### src/ipl_defines.svh
// constants for the input polarity and latch configuration block
// assumes inclusion by bare name from design files
`ifndef IPL_DEFINES_SVH
`define IPL_DEFINES_SVH

// register byte addresses, one 16-bit word per 32-bit slot
`define IPL_ADDR_POL0 8'h00
`define IPL_ADDR_LAT0 8'h04
`define IPL_ADDR_POL1 8'h08
`define IPL_ADDR_LAT1 8'h0c
`define IPL_ADDR_POL2 8'h10
`define IPL_ADDR_LAT2 8'h14
`define IPL_ADDR_STAT 8'h18
`define IPL_ADDR_ACT 8'h1c

// reset value of every setting word
`define IPL_WORD_RST 16'h0000

// field positions inside the setting words
`define IPL_POL_BIT 0
`define IPL_FUNC_BIT 0
`define IPL_EDGE_BIT 4

`endif

### src/ipl_pkg.sv
// types shared by the input polarity and latch configuration block
// assumes ipl_defines.svh is compiled alongside
package ipl_pkg;

  // configuration of one pin as applied to its behaviour
  typedef struct packed {
    logic invert;
    logic latch_en;
    logic falling;
  } ipl_cfg_s;

  // conditioned output of one pin
  typedef struct packed {
    logic level;
    logic latch_pulse;
  } ipl_pin_out_s;

endpackage

### src/ipl_pin.sv
// per-pin conditioning: polarity, function and latch edge
// assumes pin inputs already synchronous to clk_sys
`timescale 1ns/1ps
`default_nettype none

module ipl_pin (
  input wire logic clk_sys,
  input wire logic rst_n,
  input wire ipl_pkg::ipl_cfg_s cfg,
  input wire logic pin,
  output ipl_pkg::ipl_pin_out_s pin_out
);

  logic prev_reg;
  logic level_reg;
  logic pulse_reg;
  wire logic level_w;
  wire logic rise_w;
  wire logic fall_w;
  wire logic edge_w;

  // polarity applied before edge detection so edges follow the inverted level
  assign level_w = pin ^ cfg.invert;
  assign rise_w = level_w & ~prev_reg;
  assign fall_w = ~level_w & prev_reg;
  assign edge_w = cfg.falling ? fall_w : rise_w;

  // history, level output and latch pulse
  always_ff @(posedge clk_sys) begin
    if (!rst_n) begin
      prev_reg <= 1'b0;
      level_reg <= 1'b0;
      pulse_reg <= 1'b0;
    end else begin
      prev_reg <= level_w;
      level_reg <= cfg.latch_en ? 1'b0 : level_w;
      pulse_reg <= cfg.latch_en & edge_w;
    end
  end

  assign pin_out.level = level_reg;
  assign pin_out.latch_pulse = pulse_reg;

endmodule

`default_nettype wire

### src/ipl_regs.sv
// setting word storage for three pins, polarity and latch words each
// assumes one-cycle write strobes from a plain register port
`timescale 1ns/1ps
`default_nettype none
`include "ipl_defines.svh"

module ipl_regs (
  input wire logic clk_sys,
  input wire logic rst_n,
  input wire logic [7:0] addr,
  input wire logic [15:0] wdata,
  input wire logic wr_en,
  output logic [15:0] pol_word [3],
  output logic [15:0] lat_word [3]
);

  logic warm_reg;

  // set at the first release; later resets keep the words
  // limitation: needs warm_reg to come up low at power-on
  always_ff @(posedge clk_sys) begin
    if (rst_n) begin
      warm_reg <= 1'b1;
    end
  end

  // separate storage per pin, nothing shared between them
  genvar i;
  generate
    for (i = 0; i < 3; i++) begin : g_word
      wire logic hit_pol;
      wire logic hit_lat;
      assign hit_pol = wr_en & (addr == 8'(`IPL_ADDR_POL0 + 8 * i));
      assign hit_lat = wr_en & (addr == 8'(`IPL_ADDR_LAT0 + 8 * i));
      always_ff @(posedge clk_sys) begin
        if (!rst_n) begin
          // words survive a warm reset so they can be applied at release
          if (warm_reg) begin
            pol_word[i] <= pol_word[i];
            lat_word[i] <= lat_word[i];
          end else begin
            pol_word[i] <= `IPL_WORD_RST;
            lat_word[i] <= `IPL_WORD_RST;
          end
        end else begin
          if (hit_pol) begin
            pol_word[i] <= wdata;
          end
          if (hit_lat) begin
            lat_word[i] <= wdata;
          end
        end
      end
    end
  endgenerate

endmodule

`default_nettype wire

### src/ipl_top.sv
// input polarity and timing latch configuration for three input pins
// assumes synchronous pins and a plain register port on clk_sys
//
// Operation
// - polarity field 0 passes pin level, 1 inverts it; default 0
// - function field 0 plain level input, 1 timing latch trigger
// - latch on rising edge when edge field 0, falling when 1
// - edge in second hex digit, function in lowest digit
// - each pin keeps its own pair of setting words
`timescale 1ns/1ps
`default_nettype none
`include "ipl_defines.svh"

module ipl_top (
  input wire logic clk_sys,
  input wire logic rst_n,
  input wire logic [7:0] addr,
  input wire logic [15:0] wdata,
  input wire logic wr_en,
  input wire logic rd_en,
  output logic [31:0] rdata,
  input wire logic input_pin_ten,
  input wire logic input_pin_eleven,
  input wire logic input_pin_twelve,
  output logic [2:0] pin_level,
  output logic [2:0] latch_pulse
);

  logic [15:0] pol_word [3];
  logic [15:0] lat_word [3];
  ipl_pkg::ipl_cfg_s act_reg [3];
  logic load_reg;
  logic [31:0] rdata_reg;
  wire logic [2:0] pins;
  wire logic [31:0] rdata_next;
  ipl_pkg::ipl_pin_out_s pin_out [3];

  assign pins = {input_pin_twelve, input_pin_eleven, input_pin_ten};

  // word storage
  ipl_regs u_regs (
    .clk_sys(clk_sys),
    .rst_n(rst_n),
    .addr(addr),
    .wdata(wdata),
    .wr_en(wr_en),
    .pol_word(pol_word),
    .lat_word(lat_word)
  );

  // field decode used at load only; readback returns the raw words and act_reg
  function automatic ipl_pkg::ipl_cfg_s decode(input logic [15:0] pw,
                                              input logic [15:0] lw);
    ipl_pkg::ipl_cfg_s c;
    c.invert = pw[`IPL_POL_BIT];
    c.latch_en = lw[`IPL_FUNC_BIT];
    c.falling = lw[`IPL_EDGE_BIT];
    return c;
  endfunction

  always_ff @(posedge clk_sys) begin
    if (!rst_n) begin
      load_reg <= 1'b1;
    end else begin
      load_reg <= 1'b0;
    end
  end

  // per-pin active configuration and conditioning
  genvar i;
  generate
    for (i = 0; i < 3; i++) begin : g_pin
      always_ff @(posedge clk_sys) begin
        if (!rst_n) begin
          act_reg[i] <= '0;
        end else if (load_reg) begin
          act_reg[i] <= decode(pol_word[i], lat_word[i]);
        end
      end
      ipl_pin u_pin (
        .clk_sys(clk_sys),
        .rst_n(rst_n),
        .cfg(act_reg[i]),
        .pin(pins[i]),
        .pin_out(pin_out[i])
      );
      assign pin_level[i] = pin_out[i].level;
      assign latch_pulse[i] = pin_out[i].latch_pulse;
    end
  endgenerate

  // readback mux; unmapped addresses read zero
  assign rdata_next =
    (addr == `IPL_ADDR_POL0) ? {16'h0000, pol_word[0]} :
    (addr == `IPL_ADDR_LAT0) ? {16'h0000, lat_word[0]} :
    (addr == `IPL_ADDR_POL1) ? {16'h0000, pol_word[1]} :
    (addr == `IPL_ADDR_LAT1) ? {16'h0000, lat_word[1]} :
    (addr == `IPL_ADDR_POL2) ? {16'h0000, pol_word[2]} :
    (addr == `IPL_ADDR_LAT2) ? {16'h0000, lat_word[2]} :
    (addr == `IPL_ADDR_STAT) ? {29'h0, pins} :
    (addr == `IPL_ADDR_ACT) ? {23'h0, act_reg[2], act_reg[1], act_reg[0]} :
    32'h0000_0000;

  // read data valid the cycle after the strobe only
  always_ff @(posedge clk_sys) begin
    if (!rst_n) begin
      rdata_reg <= 32'h0000_0000;
    end else begin
      rdata_reg <= rd_en ? rdata_next : 32'h0000_0000;
    end
  end

  assign rdata = rdata_reg;

endmodule

`default_nettype wire

### config.mk
export PLATFORM = sky130hd
export DESIGN_NAME = ipl_top
export DESIGN_NICKNAME = d
export VERILOG_FILES = /design/src/ipl_pkg.sv /design/src/ipl_pin.sv /design/src/ipl_regs.sv /design/src/ipl_top.sv
export VERILOG_INCLUDE_DIRS = /design/src /design/src/src
export SDC_FILE = /design/constraint.sdc
export NUM_CORES = 1
export LEC_CHECK = 0
export ABC_AREA = 0
export ABC_CLOCK_PERIOD_IN_PS = 3950
export BUFFER_PORTS_ARGS = -buffer_cell sky130_fd_sc_hd__buf_2
export CORE_MARGIN = 2
export CORE_UTILIZATION = 59
export CTS_BUF_LIST = sky130_fd_sc_hd__clkbuf_4 sky130_fd_sc_hd__clkbuf_8
export DETAILED_ROUTE_END_ITERATION = 10
export PLACE_DENSITY = 0.81
export SYNTH_ARGS = -nofsm -noshare
export SYNTH_HDL_FRONTEND = slang
export SYNTH_SLANG_ARGS = --single-unit
### constraint.sdc
create_clock -name clk_sys -period 3.95 [get_ports clk_sys]
set_input_delay 0.395 -clock clk_sys [delete_from_list [all_inputs] [get_ports clk_sys]]
set_output_delay 0.395 -clock clk_sys [all_outputs]
set_load 0.01 [all_outputs]
======== Word-level counts from Yosys, hierarchy flattened ========
Memories as Yosys holds them, arrays and structs flattened.
Cells that the tools add are included.
word-level totals
  bits in registers ....................... 138
  bits in writable memories ............... 9
  input bits .............................. 31
  output and inout bits ................... 38
  word-level logic and storage cells ...... 103
  memories ................................ 1
memories
  name     words  bits a word  read ports  clocked after Yosys merged registers in  write ports  RTL line       RTL
  act_reg  3      3            3           0                                        3            ipl_top.sv:31  ipl_pkg::ipl_cfg_s act_reg [3];
cells by class
  eq/ne operators ......................... 13
  muxes and demuxes ....................... 30
  bitwise logic cells ..................... 29
  reduce and logical (&&, ||, !) cells .... 12
operator list
  kind                                                                     count
  16-bit two-way mux                                                       18
  8-bit by 5-bit == test with 1-bit output, second input constant          4
  9-bit two-way mux                                                        2
  8-bit by 4-bit == test with 1-bit output, second input constant          2
  1-bit AND                                                                15
  2-bit AND reduction                                                      7
  2-bit by 1-bit inequality test with 1-bit output, second input constant  6
  3-bit two-way mux                                                        3
  9-bit OR reduction                                                       1
  8-bit by 3-bit == test with 1-bit output, second input constant          1
  8-bit logical NOT                                                        1
  1-bit NOT                                                                8
  1-bit two-way mux                                                        7
  2-bit OR reduction                                                       3
  1-bit OR                                                                 3
  1-bit XOR                                                                3

======== Logic depth before layout (Yosys ltp) ========
  depth in word-level cells ............... 9
  depth in mapped cells ................... 7
  gate-level depth less buffers ........... 4

======== Modules after synthesis ========
From an unflattened synthesis, not the netlist that was laid out.
unflattened totals
  cells, all modules ...................... 341
  area total of the unflattened synthesis .. 5,276.3 µm²
by module, submodules not included
  module    instances  cells an instance  area each (µm²)  sequential area each (µm²)
  ipl_regs  1          107                2,974.1          2,882.8
  ipl_top   1          201                1,889.3          610.6
  ipl_pin   3          11                 137.6            60.1

======== Worst setup path after synthesis ========
OpenSTA, ideal clock, no wires.
  path kind ............................... input to register
  start ................................... input port addr[4]
  end ..................................... register u_regs.pol_word[16] (netlist bit), enable pin
  library setup time ...................... 436 ps
  arrival time ............................ 2,766 ps
  data required time ...................... 3,514 ps
  setup slack ............................. 747 ps
  cell stages on the path ................. 4
  path buffers ............................ 1
  path through ............................ buf_6 -> nor4_4 -> nand2_1 -> nor4b_1
on the way
  longest elaborated chain between the ends .. 4
RTL lines
  what                                                               RTL line        RTL
  from (decl)                                                        ipl_top.sv:17   input wire logic [7:0] addr,
  8-bit by 4-bit == test with 1-bit output                           ipl_regs.sv:33  assign hit_pol = wr_en & (addr == 8'(`IPL_ADDR_POL0 + 8 * i));
  1-bit AND                                                          ipl_regs.sv:33
  2-bit by 1-bit inequality test with 1-bit output (no source line)  -
  2-bit AND reduction (no source line)                               -
  to (signal, indexed assignment)                                    ipl_regs.sv:39  pol_word[i] <= pol_word[i];
  to (signal, indexed assignment)                                    ipl_regs.sv:42  pol_word[i] <= `IPL_WORD_RST;
  to (signal, indexed assignment)                                    ipl_regs.sv:47  pol_word[i] <= wdata;
  to (decl)                                                          ipl_regs.sv:13  output logic [15:0] pol_word [3],
Every way passes these cells.
A chain may end at the register's enable or synchronous reset.

======== Worst setup path after layout ========
  start ................................... input port addr[2]
  end ..................................... register u_regs.pol_word[35] (netlist bit), enable pin
on the way
  longest elaborated chain between the ends .. 4
RTL lines
  what                                                               RTL line
  8-bit logical NOT                                                  ipl_regs.sv:33
  1-bit AND                                                          ipl_regs.sv:33
  2-bit by 1-bit inequality test with 1-bit output (no source line)  -
  2-bit AND reduction (no source line)                               -
Every way passes these cells.

==> impl_results.md <==
- Clock Tree Root: clkbuf_8
- Max-Cap Viols: 0
- R2R depth: 3
- CTS tree: yes
- Initial antenna violation count: 0
- Mapped Cells: ~370
- GR Overflow Total: 0
- Count leader, synth: edfxtp_1
- Sw power: 602 uW
- Num ports: slightly below 70
- CTS Buf Count: 17
- Post-CTS sizing: 0
- Post-synth ARST share: 0%
- Clk_lat worst skew: ~0.43 ns
- PD cells: approximately 480 nW/um^2
- Synth area leader: edfxtp_1
- Setup_tns: 0 ns
- Critical Path Source: addr[2]
- Largest net degree at the start of global routing: 42
- Worst path required time: 4.07 ns
- Inst Count DP: a little over 500
- Crit. End Element: flip-flop
- Initial Util: slightly above 60%
- # port buffers: 52
- Layout Skew: 0.0123 ns
- Drt total wl: 10.4 mm
- Largest cells by area after synthesis: edfxtp_1 60%, dfxtp_1 9.9%, buf_4 3.4%
- Chip width: 98.3 um
- CP Max Fanout: a little over 40
- CTS H-Tree Depth: 4
- Core area: 8680 um^2
- Final Non-Filler Cells: roughly 540
- Comb pwr share: about 4.8%
- Reg2reg end: rdata[1]$_SDFF_PN0_
- Reg2Reg Setup Slack: ~2.6 ns
- Peak VDD IR: 0.319 mV
- Initial DRC count: between 200 and 300
- Slew Limit Fails: 0
- Ys flop type: edfxtp_1
- Max-slew headroom: about two fifths
- Crit path DAT: roughly 2.6 ns
- Most frequent cells after synthesis: 105 x edfxtp_1, 26 x dfxtp_1, 24 x buf_4, 22 x nor2_1, 18 x nand2_1
- Clock sinks: 131
- Cell Area, Synth: 5240 um^2
- Lkg Pwr: ~0.0022 uW
- Setup Fix Bufs, Post-CTS: 0
- Yosys top cell area share: about three fifths
- Fmax: 409 MHz
- Total track usage: a little under a quarter
- Final GP Congestion: roughly 0.85
- Vias per cell: around 5.9
- RSZ-0062 raised after global routing: no
- WS Path Type: input port to flip-flop
- Vias: between 3,000 and 4,000
- R2R Path Start: act_reg[0][1]$_SDFFCE_PN0P_
- Clock Power Share: approximately 42%
- Final hold vios: 0
- CP cell instances: buf_2 -> nor2_2 -> nand3_1 -> nor2_1 -> buf_4
- Number of remaining DRC errors: 0
- WL per Instance: approximately 19 um
- Post-DP HPWL: ~6.9 mm
- YS warnings: 0
- Filler instances: 599
- Post-synth EDFFs: between 100 and 150
- # diodes: 0
- Crit path to: u_regs.pol_word[35]$_DFFE_PP_
- Seq pwr share: a little over half
- Global-route wire length before repair: between 15 and 20 mm
- CP peak stage delay: 0.58 ns
- Clock Path Buffers: 2
- Cell internal pwr: 2240 uW
- Syn Area/Cell: roughly 14 um^2
- Row Count: 34
- Final Cycle Share: 61.9%
- Hold_buf cts: 0
- Clock transition at path regs: ~0.07 ns
- Distinct cells, synth: 46
- Min-Delay Path Class: input port to flip-flop
- Sequential fraction of the synthesis area: a little over two thirds
- Worst slew pin tran: between 0.9 and 1 ns
- Max stage delay cell, worst path: nor2_1
- WHS Path Cells: 1
- Tmin final: approximately 2.4 ns
- Hold_ws: between 0.2 and 0.25 ns
- Die Span Y: 98.3 um
- Share of layout cells above drive strength 1: 25.8%
- Setup-failing EPs final: 0
- Status: finished, final reports clean
- Die Area: roughly 9700 um^2
- Setup crit start kind: input port
- Vias in the first global route: approximately 3,100
- Final #Nets: roughly 450
- Antenna-violating nets left: 0
- Switching portion of total power: about a fifth
- TritonRoute pass-1 iters: 5
- Yosys reg bits: ~130
- Area added between synthesis and finish: 12.7%
==> per-layer routing <==
metal | track usage [%] | wire, um | up-vias
met1 | 29.4 | 4200 | 1570
li1 | - | - | 1440
met3 | 5.65 | 688 | 22
met4 | 9.91 | 230 | 0
met2 | 37.2 | 5270 | 156
met5 | 0 | 0 | -
==> final cells by class <==
class	instances	area (um^2)	share of cell area, %
flip-flops and latches	131	3670	62.2
multi-input cells	200	1320	22.4
repair buffers	59	313	5.29
clock buffers	18	248	4.19
clock inverters	14	185	3.13
well taps	108	135	2.29
inverters	9	33.8	0.572
==> through the flow <==
step | util (%) | area (um^2) | power [uW] | setup WS (ns)
4_1_cts | 68.1 | 5910 | 2860 | 1.58
6_report | 68.1 | 5910 | 2850 | 1.51
3_3_place_gp | 63.1 | 5480 | 1670 | 1.29
2_1_floorplan | - | 5300 | 1640 | 0.747
3_5_place_dp | 63.1 | 5480 | 1670 | 1.12
5_1_grt | 68.1 | 5910 | 2940 | 1.39
==> how the worst min path moves through the flow <==
stage                                start                                  end  slack, ns
4_1_cts                          wdata[12]        u_regs.lat_word[44]$_DFFE_PP_       0.20
3_3_place_gp   act_reg[1][1]$_SDFFCE_PN0P_  g_pin[1].u_pin.level_reg$_SDFF_PP0_       0.47
3_5_place_dp   act_reg[1][1]$_SDFFCE_PN0P_  g_pin[1].u_pin.level_reg$_SDFF_PP0_       0.47
5_1_grt                           wdata[8]        u_regs.pol_word[40]$_DFFE_PP_       0.20
6_report                         wdata[12]        u_regs.lat_word[44]$_DFFE_PP_       0.22
2_1_floorplan  act_reg[1][1]$_SDFFCE_PN0P_  g_pin[1].u_pin.level_reg$_SDFF_PP0_       0.43
==> worst max-delay path: cells and delay by family <==
family                 cells  cell delay [ns]
buffers and inverters      2             0.70
AND/OR/NAND/NOR            3             1.44
==> power by group through the flow <==
| stage | registers, uW | clock network [uW] | logic [uW] |
|---|---|---|---|
| 2_1_floorplan | 1530 | 0 | 103 |
| 3_5_place_dp | 1540 | 0 | 134 |
| 3_3_place_gp | 1540 | 0 | 130 |
| 6_report | 1510 | 1210 | 135 |
| 4_1_cts | 1510 | 1220 | 134 |
| 5_1_grt | 1510 | 1290 | 149 |
==> kinds of logic (layout without fill, tap and decap cells) <==
family          count (synthesis)  count (layout)  synth area share, %
buf+inv                        49             100                 6.30
xor+xnor                        3               3                0.501
mux                            24              24                 5.25
simple gates                   97              97                 10.0
flops                         131             131                 70.1
compound gates                 60              60                 7.78
other cells                     1              16               0.0715
==> cell usage in the layout, fill, tap and decap left out, drive strengths merged, types with 4 or more instances in the layout <==
master	count
mux2i	14
nor3	12
clkinvlp	4
clkinv	5
and2	5
and3	11
mux2	8
clkbuf	18
nand2	19
bufinv	4
inv	10
buf	59
o21ai	14
nor2	23
conb	16
a22oi	12
nand3	12
or4	4
dfxtp	26
edfxtp	105
o211ai	6
a211oi	4
a21oi	11
No activity file was read; power rests on OpenSTA's default activity.
